==> config.mk <==
export PLATFORM = sky130hd
export DESIGN_NAME = ffd_fault_diag
export DESIGN_NICKNAME = d
export VERILOG_FILES = /design/src/ffd_pkg.sv /design/src/ffd_sync_window.sv /design/src/ffd_overcurrent.sv /design/src/ffd_fault_diag.sv
export VERILOG_INCLUDE_DIRS = /design/src /design/src/src
export SDC_FILE = /design/constraint.sdc
export NUM_CORES = 1
export LEC_CHECK = 0
export BUFFER_PORTS_ARGS = -buffer_cell sky130_fd_sc_hd__buf_2
export CAP_MARGIN = 20
export CELL_PAD_IN_SITES_DETAIL_PLACEMENT = 0
export CELL_PAD_IN_SITES_GLOBAL_PLACEMENT = 2
export CORE_AREA = 2 2 239 241
export CTS_CLUSTER_DIAMETER = 80
export DETAILED_ROUTE_END_ITERATION = 10
export DIE_AREA = 0 0 241 243
export PLACE_DENSITY_LB_ADDON = 0.2
export SLEW_MARGIN = 15
export SYNTH_ARGS = -nofsm -noshare
export SYNTH_HDL_FRONTEND = slang
export SYNTH_HIERARCHICAL = 1
export SYNTH_SLANG_ARGS = --single-unit
==> constraint.sdc <==
create_clock -name core_clk -period 6.6 [get_ports core_clk]
set_input_delay 0.33 -clock core_clk [delete_from_list [all_inputs] [get_ports core_clk]]
set_output_delay 0.33 -clock core_clk [all_outputs]
set_load 0.01 [all_outputs]
==> src/ffd_consts.svh <==
`ifndef FFD_CONSTS_SVH
`define FFD_CONSTS_SVH
// ****************************************
// Register byte offsets
// ****************************************
`define FFD_OFF_DIAG      12'h000
`define FFD_OFF_STATUS    12'h004
`define FFD_OFF_MASK      12'h008
`define FFD_OFF_CTRL      12'h00c
`define FFD_OFF_OC_A      12'h010
`define FFD_OFF_OC_B      12'h014
`define FFD_OFF_OC_C      12'h018
`define FFD_OFF_FAULTS    12'h01c
`define FFD_OFF_SMERR     12'h020
`define FFD_OFF_OCLIM     12'h024
`define FFD_OFF_OCWARN    12'h028
`define FFD_OFF_PTLIM     12'h02c
// ****************************************
// Diagnostic word bit positions
// ****************************************
`define FFD_B_SMWD        0
`define FFD_B_SYNCWD      1
`define FFD_B_PLL         2
`define FFD_B_SYNCWIN     3
`define FFD_B_HWFAIL      8
`define FFD_B_EEOLD       9
`define FFD_B_EESCHED     10
`define FFD_B_EEFAIL      11
`define FFD_DIAG_MASK     32'h00000f0f
// ****************************************
// Status/event bit positions
// ****************************************
`define FFD_E_COMMFLT     0
`define FFD_E_COMMWARN    1
`define FFD_E_OCWARN      2
`define FFD_E_OCFLT       3
`define FFD_E_PTWARN      4
`define FFD_E_PTFLT       5
`define FFD_E_CMDFAIL     6
`define FFD_NEVT          7
// ****************************************
// Control bits and reset values
// ****************************************
`define FFD_C_PTMASK      0
`define FFD_C_EEAUTO      1
`define FFD_OCLIM_RST     32'h00000400
`define FFD_OCWARN_RST    32'h00000100
`define FFD_PTLIM_RST     32'h00001000
// Sync window tolerance cap, 1 ms in ns, and cycle period in ns
`define FFD_WIN_CAP_NS    1000000
`define FFD_CLK_NS        4
`define FFD_WIN_CAP_CYC   (`FFD_WIN_CAP_NS / `FFD_CLK_NS)
`endif

==> src/ffd_pkg.sv <==
package ffd_pkg;
  // Sync window checker states
  typedef enum logic [1:0] {
    SW_IDLE = 2'b00,
    SW_WAIT = 2'b01,
    SW_OPEN = 2'b10
  } ffd_sw_e;
  // Overcurrent escalation states
  typedef enum logic [1:0] {
    OC_IDLE = 2'b00,
    OC_WARN = 2'b01,
    OC_FLT  = 2'b10
  } ffd_oc_e;
  // Three phase currents
  typedef struct packed {
    logic [15:0] a;
    logic [15:0] b;
    logic [15:0] c;
  } ffd_phase_s;
  // Fieldbus link indications
  typedef struct packed {
    logic smWdExpired;
    logic syncWdExpired;
    logic pllUnlocked;
    logic rxPdo;
    logic sync0;
    logic hwFail;
  } ffd_link_s;
endpackage

==> src/ffd_sync_window.sv <==
`include "ffd_consts.svh"
// Checks each received process data frame lands within
// [T/2, T + min(T/2, cap)] after sync signal zero.
module ffd_sync_window #(
  parameter int CW = 24
) (
  input  wire logic          core_clk,
  input  wire logic          rst,
  input  wire logic          sync0,
  input  wire logic          rxPdo,
  output logic               winErr
);
  initial begin
    if (CW < 19) $error("ffd_sync_window: CW too small for 1 ms cap");
  end
  ffd_pkg::ffd_sw_e  state_q;
  logic [CW-1:0]     cnt_q;
  logic [CW-1:0]     age_q;
  logic [CW-1:0]     period_q;
  logic [CW-1:0]     half;
  logic [CW-1:0]     late;
  assign half = period_q >> 1;
  assign late = period_q + ((half > CW'(`FFD_WIN_CAP_CYC)) ?
                CW'(`FFD_WIN_CAP_CYC) : half);
  // Period measured between sync pulses, saturating
  always_ff @(posedge core_clk) begin
    if (rst) begin
      cnt_q    <= '0;
      period_q <= '0;
    end else if (sync0) begin
      cnt_q    <= '0;
      period_q <= cnt_q;
    end else if (cnt_q != '1) begin
      cnt_q <= cnt_q + 1'b1;
    end
  end
  // Time since the sync that opened the window. Later syncs do not
  // restart it, so late or missing data is still caught
  always_ff @(posedge core_clk) begin
    if (rst) begin
      age_q <= '0;
    end else if (state_q == ffd_pkg::SW_WAIT && sync0) begin
      age_q <= '0;
    end else if (age_q != '1) begin
      age_q <= age_q + 1'b1;
    end
  end
  // Window check; first sync only learns the period
  always_ff @(posedge core_clk) begin
    if (rst) begin
      state_q <= ffd_pkg::SW_IDLE;
      winErr  <= 1'b0;
    end else begin
      winErr <= 1'b0;
      case (state_q)
        ffd_pkg::SW_IDLE: if (sync0) state_q <= ffd_pkg::SW_WAIT;
        ffd_pkg::SW_WAIT: if (sync0) state_q <= ffd_pkg::SW_OPEN;
        ffd_pkg::SW_OPEN: begin
          if (rxPdo && (age_q < half || age_q > late)) begin
            winErr <= 1'b1;
          end
          if (rxPdo) state_q <= ffd_pkg::SW_WAIT;
          else if (age_q > late) begin
            winErr  <= 1'b1;
            state_q <= ffd_pkg::SW_WAIT;
          end
        end
        default: state_q <= ffd_pkg::SW_IDLE;
      endcase
    end
  end
endmodule

==> src/ffd_overcurrent.sv <==
`include "ffd_consts.svh"
// Per-phase overcurrent capture with warning to fault escalation
module ffd_overcurrent #(
  parameter int W = 16
) (
  input  wire logic              core_clk,
  input  wire logic              rst,
  input  wire logic              faultReset,
  input  wire ffd_pkg::ffd_phase_s phase,
  input  wire logic [15:0]       limit,
  input  wire logic [31:0]       warnCycles,
  output logic [15:0]            peakA,
  output logic [15:0]            peakB,
  output logic [15:0]            peakC,
  output logic                   ocWarn,
  output logic                   ocFault
);
  initial begin
    if (W != 16) $error("ffd_overcurrent: W must be 16");
  end
  ffd_pkg::ffd_oc_e state_q;
  logic [31:0]      dur_q;
  logic [2:0]       over;
  assign over = {phase.a > limit, phase.b > limit, phase.c > limit};
  // Peak magnitude per phase, kept until fault reset
  always_ff @(posedge core_clk) begin
    if (rst || faultReset) begin
      peakA <= '0;
      peakB <= '0;
      peakC <= '0;
    end else begin
      if (over[2] && phase.a > peakA) peakA <= phase.a;
      if (over[1] && phase.b > peakB) peakB <= phase.b;
      if (over[0] && phase.c > peakC) peakC <= phase.c;
    end
  end
  // Short overcurrent warns; one lasting past warnCycles faults
  always_ff @(posedge core_clk) begin
    if (rst || faultReset) begin
      state_q <= ffd_pkg::OC_IDLE;
      dur_q   <= '0;
    end else begin
      case (state_q)
        ffd_pkg::OC_IDLE: if (|over) begin
          state_q <= ffd_pkg::OC_WARN;
          dur_q   <= 32'h00000001;
        end
        ffd_pkg::OC_WARN: begin
          if (!(|over)) state_q <= ffd_pkg::OC_IDLE;
          else if (dur_q >= warnCycles) state_q <= ffd_pkg::OC_FLT;
          else dur_q <= dur_q + 32'h00000001;
        end
        ffd_pkg::OC_FLT: state_q <= ffd_pkg::OC_FLT;
        default: state_q <= ffd_pkg::OC_IDLE;
      endcase
    end
  end
  assign ocWarn  = (state_q == ffd_pkg::OC_WARN);
  assign ocFault = (state_q == ffd_pkg::OC_FLT);
endmodule

==> src/ffd_fault_diag.sv <==
`include "ffd_consts.svh"
module ffd_fault_diag #(
  parameter int CW = 24
) (
  input  wire logic                core_clk,
  input  wire logic                rst,
  input  wire logic                psel,
  input  wire logic                penable,
  input  wire logic                pwrite,
  input  wire logic [11:0]         paddr,
  input  wire logic [31:0]         pwdata,
  output logic [31:0]              prdata,
  output logic                     pready,
  output logic                     pslverr,
  input  wire ffd_pkg::ffd_link_s  link,
  input  wire ffd_pkg::ffd_phase_s phase,
  input  wire logic [31:0]         trackErr,
  input  wire logic                eeOutdated,
  input  wire logic                fwDownloadDone,
  input  wire logic                powerUp,
  input  wire logic                eeUpdateOk,
  input  wire logic                eeUpdateFail,
  input  wire logic                cmdDone,
  input  wire logic                cmdOk,
  input  wire logic [15:0]         cmdErrCode,
  input  wire logic                faultReset,
  output logic                     eeUpdateStart,
  output logic                     irq,
  output logic                     fault,
  output logic                     warning
);
  initial begin
    if (CW < 19) $error("ffd_fault_diag: CW too small");
    if (`FFD_NEVT > 32) $error("ffd_fault_diag: too many events");
  end
  // ****************************************
  // Registers and wires
  // ****************************************
  logic [31:0] diag_q;
  logic [`FFD_NEVT-1:0] status_q;
  logic [31:0] mask_q;
  logic [31:0] ctrl_q;
  logic [31:0] ocLim_q;
  logic [31:0] ocWarnCyc_q;
  logic [31:0] ptLim_q;
  logic [15:0] smErr_q;
  logic        cmdFail_q;
  logic        eePending_q;
  logic        winErr;
  logic [15:0] peakA;
  logic [15:0] peakB;
  logic [15:0] peakC;
  logic        ocWarn;
  logic        ocFault;
  logic        ptOver;
  logic        ptFault;
  logic [`FFD_NEVT-1:0] evt;
  logic        wrEn;
  logic        rdEn;
  logic [31:0] rdMux;
  logic        hit;
  logic [31:0] faultVec;
  logic [2:0]  warnVec;
  logic [31:0] diagSet;
  logic        stsClr;

  // Decode one register offset
  function automatic logic isReg(input logic [11:0] a,
                                 input logic [11:0] off);
    return a == off;
  endfunction

  // ****************************************
  // Sub-blocks
  // ****************************************
  ffd_sync_window #(.CW(CW)) uWin (
    .core_clk (core_clk),
    .rst      (rst),
    .sync0    (link.sync0),
    .rxPdo    (link.rxPdo),
    .winErr   (winErr)
  );
  ffd_overcurrent #(.W(16)) uOc (
    .core_clk   (core_clk),
    .rst        (rst),
    .faultReset (faultReset),
    .phase      (phase),
    .limit      (ocLim_q[15:0]),
    .warnCycles (ocWarnCyc_q),
    .peakA      (peakA),
    .peakB      (peakB),
    .peakC      (peakC),
    .ocWarn     (ocWarn),
    .ocFault    (ocFault)
  );

  // ****************************************
  // Diagnostic word
  // ****************************************
  // Set requests, one per defined bit; reserved bits never set
  always_comb begin
    diagSet                 = 32'h0;
    diagSet[`FFD_B_SMWD]    = link.smWdExpired;
    diagSet[`FFD_B_SYNCWD]  = link.syncWdExpired;
    diagSet[`FFD_B_PLL]     = link.pllUnlocked;
    diagSet[`FFD_B_SYNCWIN] = winErr;
    diagSet[`FFD_B_HWFAIL]  = link.hwFail;
    diagSet[`FFD_B_EEOLD]   = eeOutdated;
    diagSet[`FFD_B_EESCHED] = eePending_q;
    diagSet[`FFD_B_EEFAIL]  = eeUpdateFail;
  end
  // Sticky until fault reset; a set in the reset cycle wins, so an
  // event that coincides with the reset is never lost
  always_ff @(posedge core_clk) begin
    if (rst) begin
      diag_q <= '0;
    end else begin
      diag_q <= ((faultReset ? 32'h0 : diag_q) | diagSet)
                & `FFD_DIAG_MASK;
    end
  end

  // ****************************************
  // EEPROM automatic update scheduling
  // ****************************************
  // Armed by a finished download, cleared once the update reports
  always_ff @(posedge core_clk) begin
    if (rst) begin
      eePending_q <= 1'b0;
    end else if (ctrl_q[`FFD_C_EEAUTO] && eeOutdated &&
                 fwDownloadDone) begin
      eePending_q <= 1'b1;
    end else if (eeUpdateOk || eeUpdateFail) begin
      eePending_q <= 1'b0;
    end
  end
  // Start pulse on a power-up seen while armed; the update itself
  // runs elsewhere, this block only schedules it
  always_ff @(posedge core_clk) begin
    if (rst) begin
      eeUpdateStart <= 1'b0;
    end else begin
      eeUpdateStart <= eePending_q && powerUp;
    end
  end

  // ****************************************
  // Tracking error and command failure
  // ****************************************
  // Over the limit: warning always, fault only while unmasked
  assign ptOver  = trackErr > ptLim_q;
  assign ptFault = ptOver && !ctrl_q[`FFD_C_PTMASK];
  // Failed command keeps its code until next command completes
  always_ff @(posedge core_clk) begin
    if (rst) begin
      cmdFail_q <= 1'b0;
      smErr_q   <= '0;
    end else if (cmdDone) begin
      cmdFail_q <= !cmdOk;
      smErr_q   <= cmdOk ? 16'h0000 : cmdErrCode;
    end
  end

  // ****************************************
  // Events, status, interrupt
  // ****************************************
  // Event sources are levels, looked at again every cycle
  assign evt[`FFD_E_COMMFLT]  = |diag_q[3:0];
  assign evt[`FFD_E_COMMWARN] = |diag_q[11:8];
  assign evt[`FFD_E_OCWARN]   = ocWarn;
  assign evt[`FFD_E_OCFLT]    = ocFault;
  assign evt[`FFD_E_PTWARN]   = ptOver;
  assign evt[`FFD_E_PTFLT]    = ptFault;
  assign evt[`FFD_E_CMDFAIL]  = cmdFail_q;
  assign wrEn   = psel && penable && pwrite;
  assign rdEn   = psel && !penable && !pwrite;
  assign stsClr = wrEn && isReg(paddr, `FFD_OFF_STATUS);

  // ****************************************
  // Status register
  // ****************************************
  // One flop per event. Write one to clear, but a new event in the
  // same cycle wins: a level event still present sets its bit again
  // at once, so software cannot lose it by clearing early
  generate
    for (genvar g = 0; g < `FFD_NEVT; g++) begin : gStatus
      always_ff @(posedge core_clk) begin
        if (rst) begin
          status_q[g] <= 1'b0;
        end else if (evt[g]) begin
          status_q[g] <= 1'b1;
        end else if (stsClr && pwdata[g]) begin
          status_q[g] <= 1'b0;
        end
      end
    end
  endgenerate

  // ****************************************
  // Interrupt, fault and warning outputs
  // ****************************************
  // Faults: comm timing bits, overcurrent fault, unmasked tracking
  assign faultVec = {29'h0, ptFault, ocFault, |diag_q[3:0]};
  // Warnings: comm warning bits, overcurrent, tracking; the
  // tracking warning ignores the fault mask on purpose
  assign warnVec  = {ptOver, ocWarn, |diag_q[11:8]};
  // Level interrupt, one cycle behind the status bits
  always_ff @(posedge core_clk) begin
    if (rst) begin
      irq <= 1'b0;
    end else begin
      irq <= |(status_q & mask_q[`FFD_NEVT-1:0]);
    end
  end
  // Fault flag
  always_ff @(posedge core_clk) begin
    if (rst) begin
      fault <= 1'b0;
    end else begin
      fault <= |faultVec;
    end
  end
  // Warning flag
  always_ff @(posedge core_clk) begin
    if (rst) begin
      warning <= 1'b0;
    end else begin
      warning <= |warnVec;
    end
  end

  // ****************************************
  // APB slave
  // ****************************************
  // Writable configuration; unused bits are dropped at write so
  // that readback shows only what the logic acts on
  always_ff @(posedge core_clk) begin
    if (rst) begin
      mask_q      <= '0;
      ctrl_q      <= '0;
      ocLim_q     <= `FFD_OCLIM_RST;
      ocWarnCyc_q <= `FFD_OCWARN_RST;
      ptLim_q     <= `FFD_PTLIM_RST;
    end else if (wrEn) begin
      if (isReg(paddr, `FFD_OFF_MASK))   mask_q <= pwdata & 32'h7f;
      if (isReg(paddr, `FFD_OFF_CTRL))   ctrl_q <= pwdata & 32'h3;
      if (isReg(paddr, `FFD_OFF_OCLIM))  ocLim_q <= pwdata & 32'hffff;
      if (isReg(paddr, `FFD_OFF_OCWARN)) ocWarnCyc_q <= pwdata;
      if (isReg(paddr, `FFD_OFF_PTLIM))  ptLim_q <= pwdata;
    end
  end
  // Read mux; diagnostic word is read-only. Unmapped offsets
  // answer with an error and read as zero
  always_comb begin
    hit   = 1'b1;
    rdMux = 32'h0;
    case (paddr)
      `FFD_OFF_DIAG:   rdMux = diag_q & `FFD_DIAG_MASK;
      `FFD_OFF_STATUS: rdMux = 32'(status_q);
      `FFD_OFF_MASK:   rdMux = mask_q;
      `FFD_OFF_CTRL:   rdMux = ctrl_q;
      `FFD_OFF_OC_A:   rdMux = {16'h0, peakA};
      `FFD_OFF_OC_B:   rdMux = {16'h0, peakB};
      `FFD_OFF_OC_C:   rdMux = {16'h0, peakC};
      `FFD_OFF_FAULTS: rdMux = {25'h0, evt};
      `FFD_OFF_SMERR:  rdMux = {15'h0, cmdFail_q, smErr_q};
      `FFD_OFF_OCLIM:  rdMux = ocLim_q;
      `FFD_OFF_OCWARN: rdMux = ocWarnCyc_q;
      `FFD_OFF_PTLIM:  rdMux = ptLim_q;
      default:         hit   = 1'b0;
    endcase
  end
  // Handshake: no wait states, ready and error in the first access cycle
  always_ff @(posedge core_clk) begin
    if (rst) begin
      pready  <= 1'b0;
      pslverr <= 1'b0;
    end else begin
      pready  <= psel && !penable;
      pslverr <= psel && !penable && !hit;
    end
  end
  // Read data captured in setup and held until the next read, so
  // it is settled well before the access edge samples it
  always_ff @(posedge core_clk) begin
    if (rst) begin
      prdata <= '0;
    end else if (rdEn) begin
      prdata <= hit ? rdMux : 32'h0;
    end
  end
endmodule

==> metrics.txt, run 1 <==
# TYPE chip_impl_metric gauge
chip_impl_metric{name="post_synth_inst_count",unit=""} 2417
chip_impl_metric{name="ratio_of_cells_with_drive_above_1_in_the_final_layout",unit="%"} 13.7
chip_impl_metric{name="setup_total_negative_slack",unit="ns"} 0
chip_impl_metric{name="worstPathRequired",unit="ns"} 7.02
chip_impl_metric{name="grt_util_all_layers",unit="%"} 24.8
chip_impl_metric{name="ff2ff_setup_slack",unit="ns"} 0.89
chip_impl_info{name="synth.top_cells.by_area",value="sky130_fd_sc_hd__dfxtp_1 (32%), sky130_fd_sc_hd__ha_1 (15%), sky130_fd_sc_hd__nand2_1 (5.9%)"} 1
chip_impl_metric{name="power_density",unit="nW/um^2"} 204
chip_impl_metric{name="mappedNetlistArea",unit="sq um"} 19900
chip_impl_metric{name="dp_hpwl",unit="mm"} 57.3
chip_impl_metric{name="clk_pin_slew",unit="ns"} 0.05
chip_impl_info{name="synthMostInstantiatedCell",value="sky130_fd_sc_hd__dfxtp_1"} 1
chip_impl_metric{name="remaining_drc_errors",unit=""} 0
chip_impl_metric{name="maxCapViolations",unit=""} 0
chip_impl_info{name="criticalPathCategory",value="reg -> reg"} 1
chip_impl_metric{name="dieHeight",unit="um"} 243
chip_impl_metric{name="design_area",unit="sq um"} 23100
chip_impl_metric{name="dr.first_iter.drc_count",unit=""} 1318
chip_impl_metric{name="clock-skew-final",unit="ns"} 0.0126
chip_impl_metric{name="clkLatencyLatePin",unit="ns"} 0.57
chip_impl_metric{name="number_of_buffers_inserted_during_clock_tree_synthesis",unit=""} 40
chip_impl_info{name="result_of_the_run",value="completed"} 1
chip_impl_metric{name="vdd_ir_drop_max",unit="uV"} 160
chip_impl_info{name="grt_setup_unrepaired",value="false"} 1
chip_impl_metric{name="synth_seq_cells",unit=""} 317
chip_impl_metric{name="timing.hold.ws",unit="ns"} 0.0184
chip_impl_metric{name="htree_num_levels",unit=""} 2
chip_impl_metric{name="cts.sink_count",unit=""} 317
chip_impl_metric{name="place_worst_setup_slack",unit="ns"} 1.01
chip_impl_metric{name="grt_pass1_wl",unit="mm"} 110
chip_impl_metric{name="placedInstanceArea",unit="sq um"} 21600
chip_impl_metric{name="totalWireLength",unit="mm"} 74.1
chip_impl_metric{name="multi_input_area",unit="sq um"} 12500
chip_impl_metric{name="area.sequential",unit="sq um"} 6350
chip_impl_metric{name="die_width",unit="um"} 241
chip_impl_metric{name="postCtsSetupBuffers",unit=""} 0
chip_impl_metric{name="detailroute.via_count",unit=""} 18500
chip_impl_metric{name="slew_headroom",unit="%"} 37.8
chip_impl_info{name="synth_common_cells",value="sky130_fd_sc_hd__dfxtp_1 (317), sky130_fd_sc_hd__nand2_1 (315), sky130_fd_sc_hd__ha_1 (232), sky130_fd_sc_hd__a21oi_1 (218), sky130_fd_sc_hd__nor2_1 (211)"} 1
chip_impl_metric{name="antenna_found_initial",unit=""} 2
chip_impl_metric{name="core",unit="sq um"} 56000
chip_impl_metric{name="layoutNonFillerInstCount",unit=""} 3385
chip_impl_metric{name="leakage",unit="nW"} 9.31
chip_impl_metric{name="post_cts.resized_instances",unit=""} 0
chip_impl_metric{name="ys.warnings.count",unit=""} 6
chip_impl_metric{name="number_of_enable_flip_flop_cells_after_synthesis",unit=""} 0
chip_impl_metric{name="maximum_number_of_pins_on_one_net_before_global_route_repair",unit=""} 118
chip_impl_metric{name="io_buffer_count",unit=""} 196
chip_impl_metric{name="worst_slew_pin_slew",unit="ns"} 0.933
chip_impl_metric{name="asyncSetResetFlopFracSynth",unit="%"} 0
chip_impl_metric{name="route.detailed.vias_per_inst",unit=""} 5.46
chip_impl_metric{name="initial_core_util",unit="%"} 35.5
chip_impl_metric{name="layout_min_cycle_time",unit="ns"} 5.71
chip_impl_metric{name="grt_pass1_vias",unit=""} 17400
chip_impl_metric{name="synth_top_cell_area_share",unit="%"} 31.9
chip_impl_metric{name="maxSlewViolCount",unit=""} 0
chip_impl_info{name="timing.critical_path.from_type",value="register"} 1
chip_impl_metric{name="design.portCount",unit=""} 197
chip_impl_info{name="cts_tree",value="done"} 1
chip_impl_metric{name="worst_ep_arrival_time",unit="ns"} 6.12
chip_impl_metric{name="setup_viol",unit=""} 0
chip_impl_info{name="cts.root.buffer_cell",value="sky130_fd_sc_hd__clkbuf_16"} 1
chip_impl_metric{name="area_growth_syn_to_layout",unit="%"} 16.3
chip_impl_metric{name="finalCritPeriodShare",unit="%"} 86.5
chip_impl_metric{name="crit_fanout",unit=""} 11
chip_impl_metric{name="synthesis.area_per_instance",unit="sq um"} 8.23
chip_impl_metric{name="clock_path_buffers",unit=""} 3
chip_impl_metric{name="fillers",unit=""} 5802
chip_impl_metric{name="dpl.cell_count",unit=""} 3298
chip_impl_metric{name="final.setup.worst_slack",unit="ns"} 0.891
chip_impl_metric{name="antenna_cells",unit=""} 0
chip_impl_info{name="synthFlopType",value="sky130_fd_sc_hd__dfxtp_1"} 1
chip_impl_metric{name="synth_cell_types",unit=""} 102
chip_impl_metric{name="nNetsFinal",unit=""} 2993
chip_impl_metric{name="hold_buffers",unit=""} 16
chip_impl_metric{name="drt_first_pass_iters",unit=""} 6
chip_impl_metric{name="fmax",unit="MHz"} 175
chip_impl_info{name="endpoint_kind",value="register"} 1
chip_impl_info{name="timing.hold.worst.class",value="in -> reg"} 1
chip_impl_metric{name="fp.dieArea",unit="sq um"} 58600
chip_impl_metric{name="gpl.final_weighted_congestion",unit=""} 0.890
chip_impl_metric{name="synth.yosys.seq_area_share",unit="%"} 31.9
chip_impl_metric{name="wl_per_cell",unit="um"} 21.9
chip_impl_info{name="netlist.top_cell.by_area",value="sky130_fd_sc_hd__dfxtp_1"} 1
chip_impl_metric{name="grt-ovfl-total",unit=""} 0
chip_impl_metric{name="finalHoldViolCount",unit=""} 0
chip_impl_metric{name="rows",unit=""} 87
chip_impl_metric{name="detail-route-antenna-nets",unit=""} 0
## power by group
group	internal (W)	total (W)	switching, W
clock network	0.00136	0.00228	0.000919
registers	0.00194	0.00198	0.0000346
logic	0.000183	0.000465	0.000282
total	0.00348	0.00472	0.00124
## logic make-up after synthesis
kind of cell / synth area share (%)
xor+xnor: 2.64
simple gates: 21.4
flops: 31.9
fa+ha+maj: 14.7
other cells: 0.0189
mux: 5.35
buf+inv: 5.48
compound gates: 18.5
## cells in the final DEF (no fill, tap or decap), types with 14 or more instances in the layout
| master | count |
|---|---|
| sky130_fd_sc_hd__nor2_1 | 210 |
| sky130_fd_sc_hd__buf_4 | 23 |
| sky130_fd_sc_hd__nor3_1 | 44 |
| sky130_fd_sc_hd__ha_1 | 232 |
| sky130_fd_sc_hd__nand2_1 | 315 |
| sky130_fd_sc_hd__a22o_1 | 26 |
| sky130_fd_sc_hd__nor2b_1 | 32 |
| sky130_fd_sc_hd__mux2i_1 | 77 |
| sky130_fd_sc_hd__a22oi_1 | 37 |
| sky130_fd_sc_hd__xor2_1 | 35 |
| sky130_fd_sc_hd__and3_1 | 15 |
| sky130_fd_sc_hd__buf_2 | 195 |
| sky130_fd_sc_hd__xnor2_1 | 25 |
| sky130_fd_sc_hd__o21ai_0 | 73 |
| sky130_fd_sc_hd__dfxtp_1 | 317 |
| sky130_fd_sc_hd__o31ai_1 | 14 |
| sky130_fd_sc_hd__nor4_1 | 14 |
| sky130_fd_sc_hd__dlygate4sd3_1 | 16 |
| sky130_fd_sc_hd__nand3_1 | 79 |
| sky130_fd_sc_hd__inv_1 | 175 |
| sky130_fd_sc_hd__nand2b_1 | 21 |
| sky130_fd_sc_hd__a21o_1 | 40 |
| sky130_fd_sc_hd__a21oi_1 | 218 |
| sky130_fd_sc_hd__o211ai_1 | 17 |
| sky130_fd_sc_hd__or3_1 | 16 |
| sky130_fd_sc_hd__clkbuf_16 | 41 |
| sky130_fd_sc_hd__nand4_1 | 57 |
## layer usage
| layer | vias to the layer above | track usage (%) | wire (um) |
|---|---|---|---|
| li1 | 9003 | - | - |
| met1 | 8889 | 33.5 | 33900 |
| met2 | 473 | 40.7 | 34500 |
| met3 | 101 | 3.43 | 3530 |
| met4 | 4 | 7.77 | 2230 |
| met5 | - | 0 | 27 |
## layout make-up
class / instances / share of cell area [%]
clock buffer: 54 / 4.91
clock inverter: 16 / 0.817
inverter: 175 / 2.84
multi-input combinational: 1830 / 54.0
sequential: 317 / 27.5
tap: 756 / 4.09
timing repair buffer: 237 / 5.86
## registers in the layout, summed over array words and instances (netlist names), 24 cells and up
name	cells
prdata	32
ocWarnCyc_q	32
uWin/period_q	24
uOc/dur_q	32
ptLim_q	32
uWin/cnt_q	24
uWin/age_q	24
## per-stage QoR
stage,power [W],util (%)
after floorplan,0.00228,-
after global placement,0.00247,38.6
after detailed placement,0.00247,38.7
after CTS,0.00476,41.3
after global routing,0.00488,41.3
final,0.00472,41.3
## worst max-delay path, cell delays in order (launching register included)
cell and delay (ns):
sky130_fd_sc_hd__dfxtp_1 0.44, sky130_fd_sc_hd__inv_1 0.10, sky130_fd_sc_hd__nand3_1 0.19, sky130_fd_sc_hd__nor4_1 0.08
sky130_fd_sc_hd__a41oi_1 0.30, sky130_fd_sc_hd__o32a_1 0.47, sky130_fd_sc_hd__nor2_2 0.19, sky130_fd_sc_hd__and2_1 0.22
sky130_fd_sc_hd__ha_1 0.21, sky130_fd_sc_hd__fa_1 0.42, sky130_fd_sc_hd__a21oi_1 0.27, sky130_fd_sc_hd__nor3_1 0.10
sky130_fd_sc_hd__o31a_4 0.39, sky130_fd_sc_hd__o311ai_4 0.32, sky130_fd_sc_hd__nor2_1 0.07, sky130_fd_sc_hd__nor2_1 0.12
sky130_fd_sc_hd__xor2_1 0.18, sky130_fd_sc_hd__ha_1 0.24, sky130_fd_sc_hd__and2_1 0.16, sky130_fd_sc_hd__a221o_1 0.30
sky130_fd_sc_hd__a221oi_1 0.44, sky130_fd_sc_hd__a221o_1 0.24, sky130_fd_sc_hd__o311ai_0 0.12
## worst paths after layout
path	startpoint	end	cells past startpoint
max reg2reg	uWin/period_q[19]	uWin/state_q[0]	22
min reg2reg	prdata[14]	prdata[14]	2
max	uWin/period_q[19]	uWin/state_q[0]	22
min	eeUpdateFail	diag_q[11]	3
Note: power is estimated with default switching activity, not from simulation.
==> run 2, diff against run 1 <==
--- a/config.mk
+++ b/config.mk
@@ -9,11 +9,11 @@
 export BUFFER_PORTS_ARGS = -buffer_cell sky130_fd_sc_hd__buf_2
 export CAP_MARGIN = 20
 export CELL_PAD_IN_SITES_DETAIL_PLACEMENT = 0
-export CELL_PAD_IN_SITES_GLOBAL_PLACEMENT = 2
-export CORE_AREA = 2 2 239 241
+export CELL_PAD_IN_SITES_GLOBAL_PLACEMENT = 1
+export CORE_AREA = 2 2 214 216
 export CTS_CLUSTER_DIAMETER = 80
 export DETAILED_ROUTE_END_ITERATION = 10
-export DIE_AREA = 0 0 241 243
+export DIE_AREA = 0 0 216 218
 export PLACE_DENSITY_LB_ADDON = 0.2
 export SLEW_MARGIN = 15
 export SYNTH_ARGS = -nofsm -noshare
==> metrics.txt, run 2 (synthesis gave the netlist of run 1 again) <==
# TYPE chip_impl_metric gauge
chip_impl_info{name="result_of_the_run",value="completed"} 1
chip_impl_metric{name="finalHoldViolCount",unit=""} 0
chip_impl_metric{name="worstPathRequired",unit="ns"} 7.05
chip_impl_metric{name="post_cts.resized_instances",unit=""} 0
chip_impl_metric{name="gpl.final_weighted_congestion",unit=""} 0.952
chip_impl_metric{name="area_growth_syn_to_layout",unit="%"} 15.1
chip_impl_metric{name="hold_buffers",unit=""} 16
chip_impl_metric{name="totalWireLength",unit="mm"} 69.7
chip_impl_metric{name="clock_power_share",unit="%"} 48.2
chip_impl_metric{name="slew_headroom",unit="%"} 26.6
chip_impl_metric{name="cts.sink_count",unit=""} 317
chip_impl_metric{name="fillers",unit=""} 4395
chip_impl_metric{name="grt-ovfl-total",unit=""} 0
chip_impl_metric{name="htree_num_levels",unit=""} 2
chip_impl_metric{name="power_density",unit="nW/um^2"} 205
chip_impl_metric{name="design.portCount",unit=""} 197
chip_impl_info{name="criticalPathCategory",value="reg -> reg"} 1
chip_impl_info{name="cts_tree",value="done"} 1
chip_impl_info{name="mostFrequentLayoutCell",value="sky130_fd_sc_hd__dfxtp_1"} 1
chip_impl_metric{name="remaining_drc_errors",unit=""} 0
chip_impl_info{name="cts.root.buffer_cell",value="sky130_fd_sc_hd__clkbuf_16"} 1
chip_impl_metric{name="fp.dieArea",unit="sq um"} 47100
chip_impl_metric{name="grt_util_all_layers",unit="%"} 29.1
chip_impl_metric{name="worst_slew_pin_slew",unit="ns"} 1.10
chip_impl_metric{name="worst_ep_arrival_time",unit="ns"} 6.08
chip_impl_metric{name="maximum_number_of_pins_on_one_net_before_global_route_repair",unit=""} 84
chip_impl_metric{name="power.internal",unit="W"} 0.00350
chip_impl_metric{name="io_buffer_count",unit=""} 196
chip_impl_metric{name="dr.first_iter.drc_count",unit=""} 1515
chip_impl_metric{name="detailroute.via_count",unit=""} 18600
chip_impl_metric{name="postCtsSetupBuffers",unit=""} 0
chip_impl_info{name="timing.hold.worst.class",value="in -> reg"} 1
chip_impl_metric{name="die_width",unit="um"} 216
chip_impl_metric{name="nNetsFinal",unit=""} 2987
chip_impl_metric{name="comb_power_share",unit="%"} 9.7
chip_impl_info{name="endpoint_kind",value="register"} 1
chip_impl_metric{name="route.detailed.vias_per_inst",unit=""} 5.76
chip_impl_metric{name="core",unit="sq um"} 44900
chip_impl_metric{name="switchingPower",unit="W"} 0.00120
chip_impl_metric{name="antenna_found_initial",unit=""} 4
chip_impl_metric{name="clk_pin_slew",unit="ns"} 0.06
chip_impl_info{name="commonest_cells_after_routing_fill_and_taps_aside",value="sky130_fd_sc_hd__dfxtp_1 (317), sky130_fd_sc_hd__nand2_1 (315), sky130_fd_sc_hd__ha_1 (232), sky130_fd_sc_hd__a21oi_1 (218), sky130_fd_sc_hd__nor2_1 (210)"} 1
chip_impl_metric{name="vdd_ir_drop_max",unit="uV"} 171
chip_impl_metric{name="power.share.sequential",unit="%"} 42.1
chip_impl_metric{name="rows",unit=""} 78
chip_impl_metric{name="initial_core_util",unit="%"} 44.3
chip_impl_metric{name="clock-skew-final",unit="ns"} 0.0148
chip_impl_metric{name="layout_min_cycle_time",unit="ns"} 5.62
chip_impl_metric{name="fmax",unit="MHz"} 178
chip_impl_metric{name="setup_total_negative_slack",unit="ns"} 0
chip_impl_metric{name="dieHeight",unit="um"} 218
chip_impl_metric{name="grt_pass1_vias",unit=""} 17800
chip_impl_metric{name="ratio_of_cells_with_drive_above_1_in_the_final_layout",unit="%"} 13.5
chip_impl_metric{name="total_power",unit="W"} 0.00470
chip_impl_metric{name="leakage",unit="nW"} 9.28
chip_impl_metric{name="finalCritPeriodShare",unit="%"} 85.2
chip_impl_metric{name="crit_fanout",unit=""} 11
chip_impl_info{name="grt_setup_unrepaired",value="false"} 1
chip_impl_metric{name="wl_per_cell",unit="um"} 21.6
chip_impl_metric{name="maxSlewViolCount",unit=""} 0
chip_impl_metric{name="setup_viol",unit=""} 0
chip_impl_metric{name="grt_pass1_wl",unit="mm"} 106
chip_impl_metric{name="maxCapViolations",unit=""} 0
chip_impl_info{name="timing.critical_path.from_type",value="register"} 1
chip_impl_metric{name="detail-route-antenna-nets",unit=""} 0
chip_impl_metric{name="drt_first_pass_iters",unit=""} 5
chip_impl_metric{name="clock_path_buffers",unit=""} 3
chip_impl_metric{name="dp_hpwl",unit="mm"} 53.7
chip_impl_metric{name="sw_frac_of_total",unit="%"} 25.5
chip_impl_metric{name="clkLatencyLatePin",unit="ns"} 0.56
chip_impl_metric{name="number_of_buffers_inserted_during_clock_tree_synthesis",unit=""} 39
## run 2: cell count changes in the layout (fill, tap and decap cells not counted)
cell and delta:
sky130_fd_sc_hd__buf_12 -1, sky130_fd_sc_hd__buf_4 -4, sky130_fd_sc_hd__buf_6 +1, sky130_fd_sc_hd__buf_8 -1
sky130_fd_sc_hd__clkbuf_1 +1, sky130_fd_sc_hd__clkbuf_8 +2, sky130_fd_sc_hd__clkinv_2 -3, sky130_fd_sc_hd__diode_2 +3
## run 2: cell type report
type,count,area (sq um),area share (%)
multi-input cells,1830,12500,54.6
flip-flops and latches,317,6350,27.7
repair buffers,232,1300,5.68
clock buffers,57,1170,5.09
well taps,600,751,3.28
inverters,175,657,2.87
clock inverters,13,174,0.760
diodes,3,7.51,0.0328
## run 2: power groups by stage
stage	sequential [W]	clock, W	combinational [W]
CTS	0.00198	0.00230	0.000453
global route	0.00198	0.00238	0.000502
detailed placement	0.00202	0	0.000443
floorplan	0.00200	0	0.000274
global placement	0.00202	0	0.000434
finish	0.00198	0.00226	0.000456
## run 2: metrics by stage
stage | cell area (sq um) | utilization [%] | hold slack, ns | setup WS [ns] | instances
2_1_floorplan | 19900 | - | 0.413 | 1.78 | 2421
6_report | 22900 | 51.0 | 0.0215 | 0.976 | 3227
3_3_place_gp | 21400 | 47.6 | 0.430 | 1.09 | 3137
4_1_cts | 22900 | 51.0 | 0.000389 | 1.01 | 3224
3_5_place_dp | 21400 | 47.6 | 0.443 | 1.05 | 3138
5_1_grt | 22900 | 51.0 | 0.0229 | 0.570 | 3226
## run 2: path summary, 6_finish.rpt
check | from | endpoint | slack [ns] | cells after the start
hold reg to reg | prdata[7] | prdata[7] | 0.45 | 2
setup / recovery | uWin/period_q[17] | uWin/state_q[0] | 0.98 | 22
hold / removal | pwdata[26] | ptLim_q[26] | 0.02 | 3
setup reg to reg | uWin/period_q[17] | uWin/state_q[0] | 0.98 | 22
## run 2: worst max-delay path, cell delays in order, from the launching register on
cell	delay, ns
sky130_fd_sc_hd__dfxtp_1	0.37
sky130_fd_sc_hd__and3_1	0.19
sky130_fd_sc_hd__nand3_1	0.14
sky130_fd_sc_hd__nor4_1	0.25
sky130_fd_sc_hd__a41oi_1	0.17
sky130_fd_sc_hd__o32a_1	0.46
sky130_fd_sc_hd__nor2_2	0.39
sky130_fd_sc_hd__nand2_1	0.11
sky130_fd_sc_hd__ha_1	0.37
sky130_fd_sc_hd__a21oi_2	0.23
sky130_fd_sc_hd__nand2_1	0.07
sky130_fd_sc_hd__o21ai_1	0.27
sky130_fd_sc_hd__nand2b_1	0.12
sky130_fd_sc_hd__a311o_1	0.35
sky130_fd_sc_hd__a21oi_1	0.17
sky130_fd_sc_hd__xor2_1	0.09
sky130_fd_sc_hd__ha_1	0.30
sky130_fd_sc_hd__nand4_1	0.12
sky130_fd_sc_hd__nor4_1	0.48
sky130_fd_sc_hd__a22oi_1	0.15
sky130_fd_sc_hd__a31o_2	0.28
sky130_fd_sc_hd__a221o_1	0.34
sky130_fd_sc_hd__o311ai_0	0.10
## run 2: metal layers
metal,global-route usage (%),vias to the layer above,wire [um]
li1,-,8976,-
met1,39.4,8846,31100
met2,46.8,624,31700
met3,3.84,131,4280
met4,11.8,2,2650
met5,0,-,11
==> run 3, diff against run 2 <==
--- a/config.mk
+++ b/config.mk
@@ -10,10 +10,10 @@
 export CAP_MARGIN = 20
 export CELL_PAD_IN_SITES_DETAIL_PLACEMENT = 0
 export CELL_PAD_IN_SITES_GLOBAL_PLACEMENT = 1
-export CORE_AREA = 2 2 214 216
+export CORE_AREA = 4 4 216 218
 export CTS_CLUSTER_DIAMETER = 80
 export DETAILED_ROUTE_END_ITERATION = 10
-export DIE_AREA = 0 0 216 218
+export DIE_AREA = 0 0 220 222
 export PLACE_DENSITY_LB_ADDON = 0.2
 export SLEW_MARGIN = 15
 export SYNTH_ARGS = -nofsm -noshare
==> metrics.txt, run 3 (synthesis gave the netlist of run 1 again) <==
# TYPE chip_impl_metric gauge
chip_impl_info{name="result_of_the_run",value="completed"} 1
chip_impl_info{name="cts.root.buffer_cell",value="sky130_fd_sc_hd__clkbuf_16"} 1
chip_impl_metric{name="ratio_of_cells_with_drive_above_1_in_the_final_layout",unit="%"} 13.2
chip_impl_metric{name="slew_headroom",unit="%"} 21.6
chip_impl_metric{name="fmax",unit="MHz"} 178
chip_impl_metric{name="antenna_found_initial",unit=""} 5
chip_impl_metric{name="grt_pass1_wl",unit="mm"} 104
chip_impl_metric{name="power_density",unit="nW/um^2"} 199
chip_impl_metric{name="detail-route-antenna-nets",unit=""} 0
chip_impl_info{name="grt_setup_unrepaired",value="false"} 1
chip_impl_metric{name="finalHoldViolCount",unit=""} 0
chip_impl_metric{name="path_buf_inv",unit=""} 0
chip_impl_metric{name="global_route.usage.met2",unit="%"} 45.0
chip_impl_metric{name="worst_path_largest_cell_delay",unit="ns"} 0.47
chip_impl_info{name="cts_tree",value="done"} 1
chip_impl_metric{name="global_route.usage.met3",unit="%"} 3.85
chip_impl_info{name="endpoint_kind",value="register"} 1
chip_impl_metric{name="area_growth_syn_to_layout",unit="%"} 14.0
chip_impl_metric{name="vdd_ir_drop_max",unit="uV"} 164
chip_impl_info{name="commonest_cells_after_routing_fill_and_taps_aside",value="sky130_fd_sc_hd__dfxtp_1 (317), sky130_fd_sc_hd__nand2_1 (315), sky130_fd_sc_hd__ha_1 (232), sky130_fd_sc_hd__a21oi_1 (218), sky130_fd_sc_hd__nor2_1 (210)"} 1
chip_impl_info{name="timing.hold.worst.class",value="in -> reg"} 1
chip_impl_metric{name="clk_pin_slew",unit="ns"} 0.06
chip_impl_metric{name="initial_core_util",unit="%"} 44.3
chip_impl_metric{name="rows",unit=""} 78
chip_impl_metric{name="clock_path_buffers",unit=""} 3
chip_impl_info{name="criticalPathCategory",value="reg -> reg"} 1
chip_impl_metric{name="maxSlewViolCount",unit=""} 0
chip_impl_metric{name="clkLatencyLatePin",unit="ns"} 0.56
chip_impl_metric{name="design_area",unit="sq um"} 22700
chip_impl_info{name="cpMaxStageDelayCell",value="sky130_fd_sc_hd__o32a_1"} 1
chip_impl_info{name="timing.rr.start",value="uWin/period_q[16]"} 1
chip_impl_metric{name="dp_hpwl",unit="mm"} 54.0
chip_impl_metric{name="dieHeight",unit="um"} 222
chip_impl_metric{name="nNetsFinal",unit=""} 2975
chip_impl_metric{name="maximum_number_of_pins_on_one_net_before_global_route_repair",unit=""} 117
chip_impl_metric{name="dr.first_iter.drc_count",unit=""} 1502
chip_impl_metric{name="wl_per_cell",unit="um"} 21.7
chip_impl_metric{name="post_cts.resized_instances",unit=""} 0
chip_impl_metric{name="number_of_buffers_inserted_during_clock_tree_synthesis",unit=""} 37
chip_impl_metric{name="io_buffer_count",unit=""} 196
chip_impl_metric{name="detailroute.via_count",unit=""} 18600
chip_impl_info{name="cp-startpoint",value="uWin/period_q[16]"} 1
chip_impl_metric{name="crit_fanout",unit=""} 11
chip_impl_metric{name="layout_min_cycle_time",unit="ns"} 5.63
chip_impl_metric{name="worstPathRequired",unit="ns"} 7.04
chip_impl_info{name="mostFrequentLayoutCell",value="sky130_fd_sc_hd__dfxtp_1"} 1
chip_impl_metric{name="worst_ep_arrival_time",unit="ns"} 6.07
chip_impl_metric{name="placedInstanceArea",unit="sq um"} 21400
chip_impl_metric{name="cts.sink_count",unit=""} 317
chip_impl_metric{name="design.portCount",unit=""} 197
chip_impl_metric{name="clock-skew-final",unit="ns"} 0.0110
chip_impl_metric{name="gpl.final_weighted_congestion",unit=""} 0.917
chip_impl_metric{name="drt_first_pass_iters",unit=""} 5
chip_impl_metric{name="setup_viol",unit=""} 0
chip_impl_metric{name="route.detailed.vias_per_inst",unit=""} 5.81
chip_impl_metric{name="grtUsageMet1",unit="%"} 38.0
chip_impl_info{name="hold_path.startpoint",value="eeUpdateFail"} 1
chip_impl_metric{name="maxCapViolations",unit=""} 0
chip_impl_metric{name="grt_util_all_layers",unit="%"} 27.5
chip_impl_info{name="timing.critical_path.from_type",value="register"} 1
chip_impl_metric{name="finalCritPeriodShare",unit="%"} 85.3
chip_impl_metric{name="die_width",unit="um"} 220
chip_impl_metric{name="totalWireLength",unit="mm"} 69.7
chip_impl_metric{name="remaining_drc_errors",unit=""} 0
chip_impl_metric{name="setup_total_negative_slack",unit="ns"} 0
chip_impl_metric{name="grt_pass1_vias",unit=""} 17500
chip_impl_info{name="grt.busiest_layer",value="met2"} 1
chip_impl_metric{name="leakage",unit="nW"} 9.18
chip_impl_metric{name="htree_num_levels",unit=""} 2
chip_impl_info{name="path_cells",value="and3_1, nand3_1, nor4_1, a41oi_1, o32a_1, nor2_2, nand2_1, ha_1, a21oi_2, nand2_1, o21ai_1, nand2b_1, a311o_1, a21oi_1, xor2_1, ha_1, nand4_1, nor4_1, a22oi_1, a31o_2, a221o_1, o311ai_0"} 1
chip_impl_info{name="crit_family",value="compound AO/OA/AOI/OAI gates"} 1
chip_impl_metric{name="worst_slew_pin_slew",unit="ns"} 1.17
chip_impl_metric{name="postCtsSetupBuffers",unit=""} 0
chip_impl_metric{name="core",unit="sq um"} 44900
chip_impl_metric{name="grt-ovfl-total",unit=""} 0
chip_impl_metric{name="fp.dieArea",unit="sq um"} 48800
run 3: power by group:
part | switching, W | leakage (nW) | internal (W)
Combinational | 0.000273 | 6.02 | 0.000177
Sequential | 0.0000355 | 2.57 | 0.00194
Clock | 0.000851 | 0.594 | 0.00124
run 3: layout make-up:
cell class	instances	area [sq um]
antenna	4	10.0
clock buffer	55	1110
clock inverter	9	101
fill	4478	22200
inverter	175	657
multi-input combinational	1830	12500
sequential	317	6350
tap	600	751
timing repair buffer	222	1210
run 3: metal layers:
metal	part of all wire, %	routed length (um)	vias up
li1	-	-	8968
met1	45	31100	8965
met2	46	32400	605
met3	6.0	4150	108
met4	2.9	2030	2
met5	0.013	9	-
run 3: stage by stage:
stage / instances / hold slack, ns / total power [W] / utilization [%] / setup WS [ns]
global route: 3212 / 0.0140 / 0.00469 / 50.5 / 0.484
floorplan: 2421 / 0.413 / 0.00228 / - / 1.78
finish: 3212 / 0.0208 / 0.00452 / 50.5 / 0.972
CTS: 3208 / 0.00402 / 0.00456 / 50.5 / 1.02
detailed placement: 3137 / 0.439 / 0.00246 / 47.6 / 1.07
global placement: 3137 / 0.431 / 0.00245 / 47.6 / 1.15
run 3: worst min-delay path: stages:
cell and delay [ns]:
sky130_fd_sc_hd__buf_2 0.09, sky130_fd_sc_hd__a21oi_1 0.04, sky130_fd_sc_hd__nor2_1 0.07
run 3: final timing paths:
| path | depth (start not counted) | end | slack, ns |
|---|---|---|---|
| worst max-delay path | 22 | uWin/state_q[0] | 0.97 |
| worst min-delay path | 3 | diag_q[11] | 0.02 |
| worst min register to register | 2 | prdata[12] | 0.44 |
| worst max register to register | 22 | uWin/state_q[0] | 0.97 |
run 3: timing repair:
item,in CTS,in global routing
endpoints found under the hold margin,7,0
setup endpoints to repair,0,0
hold buffers,7,0
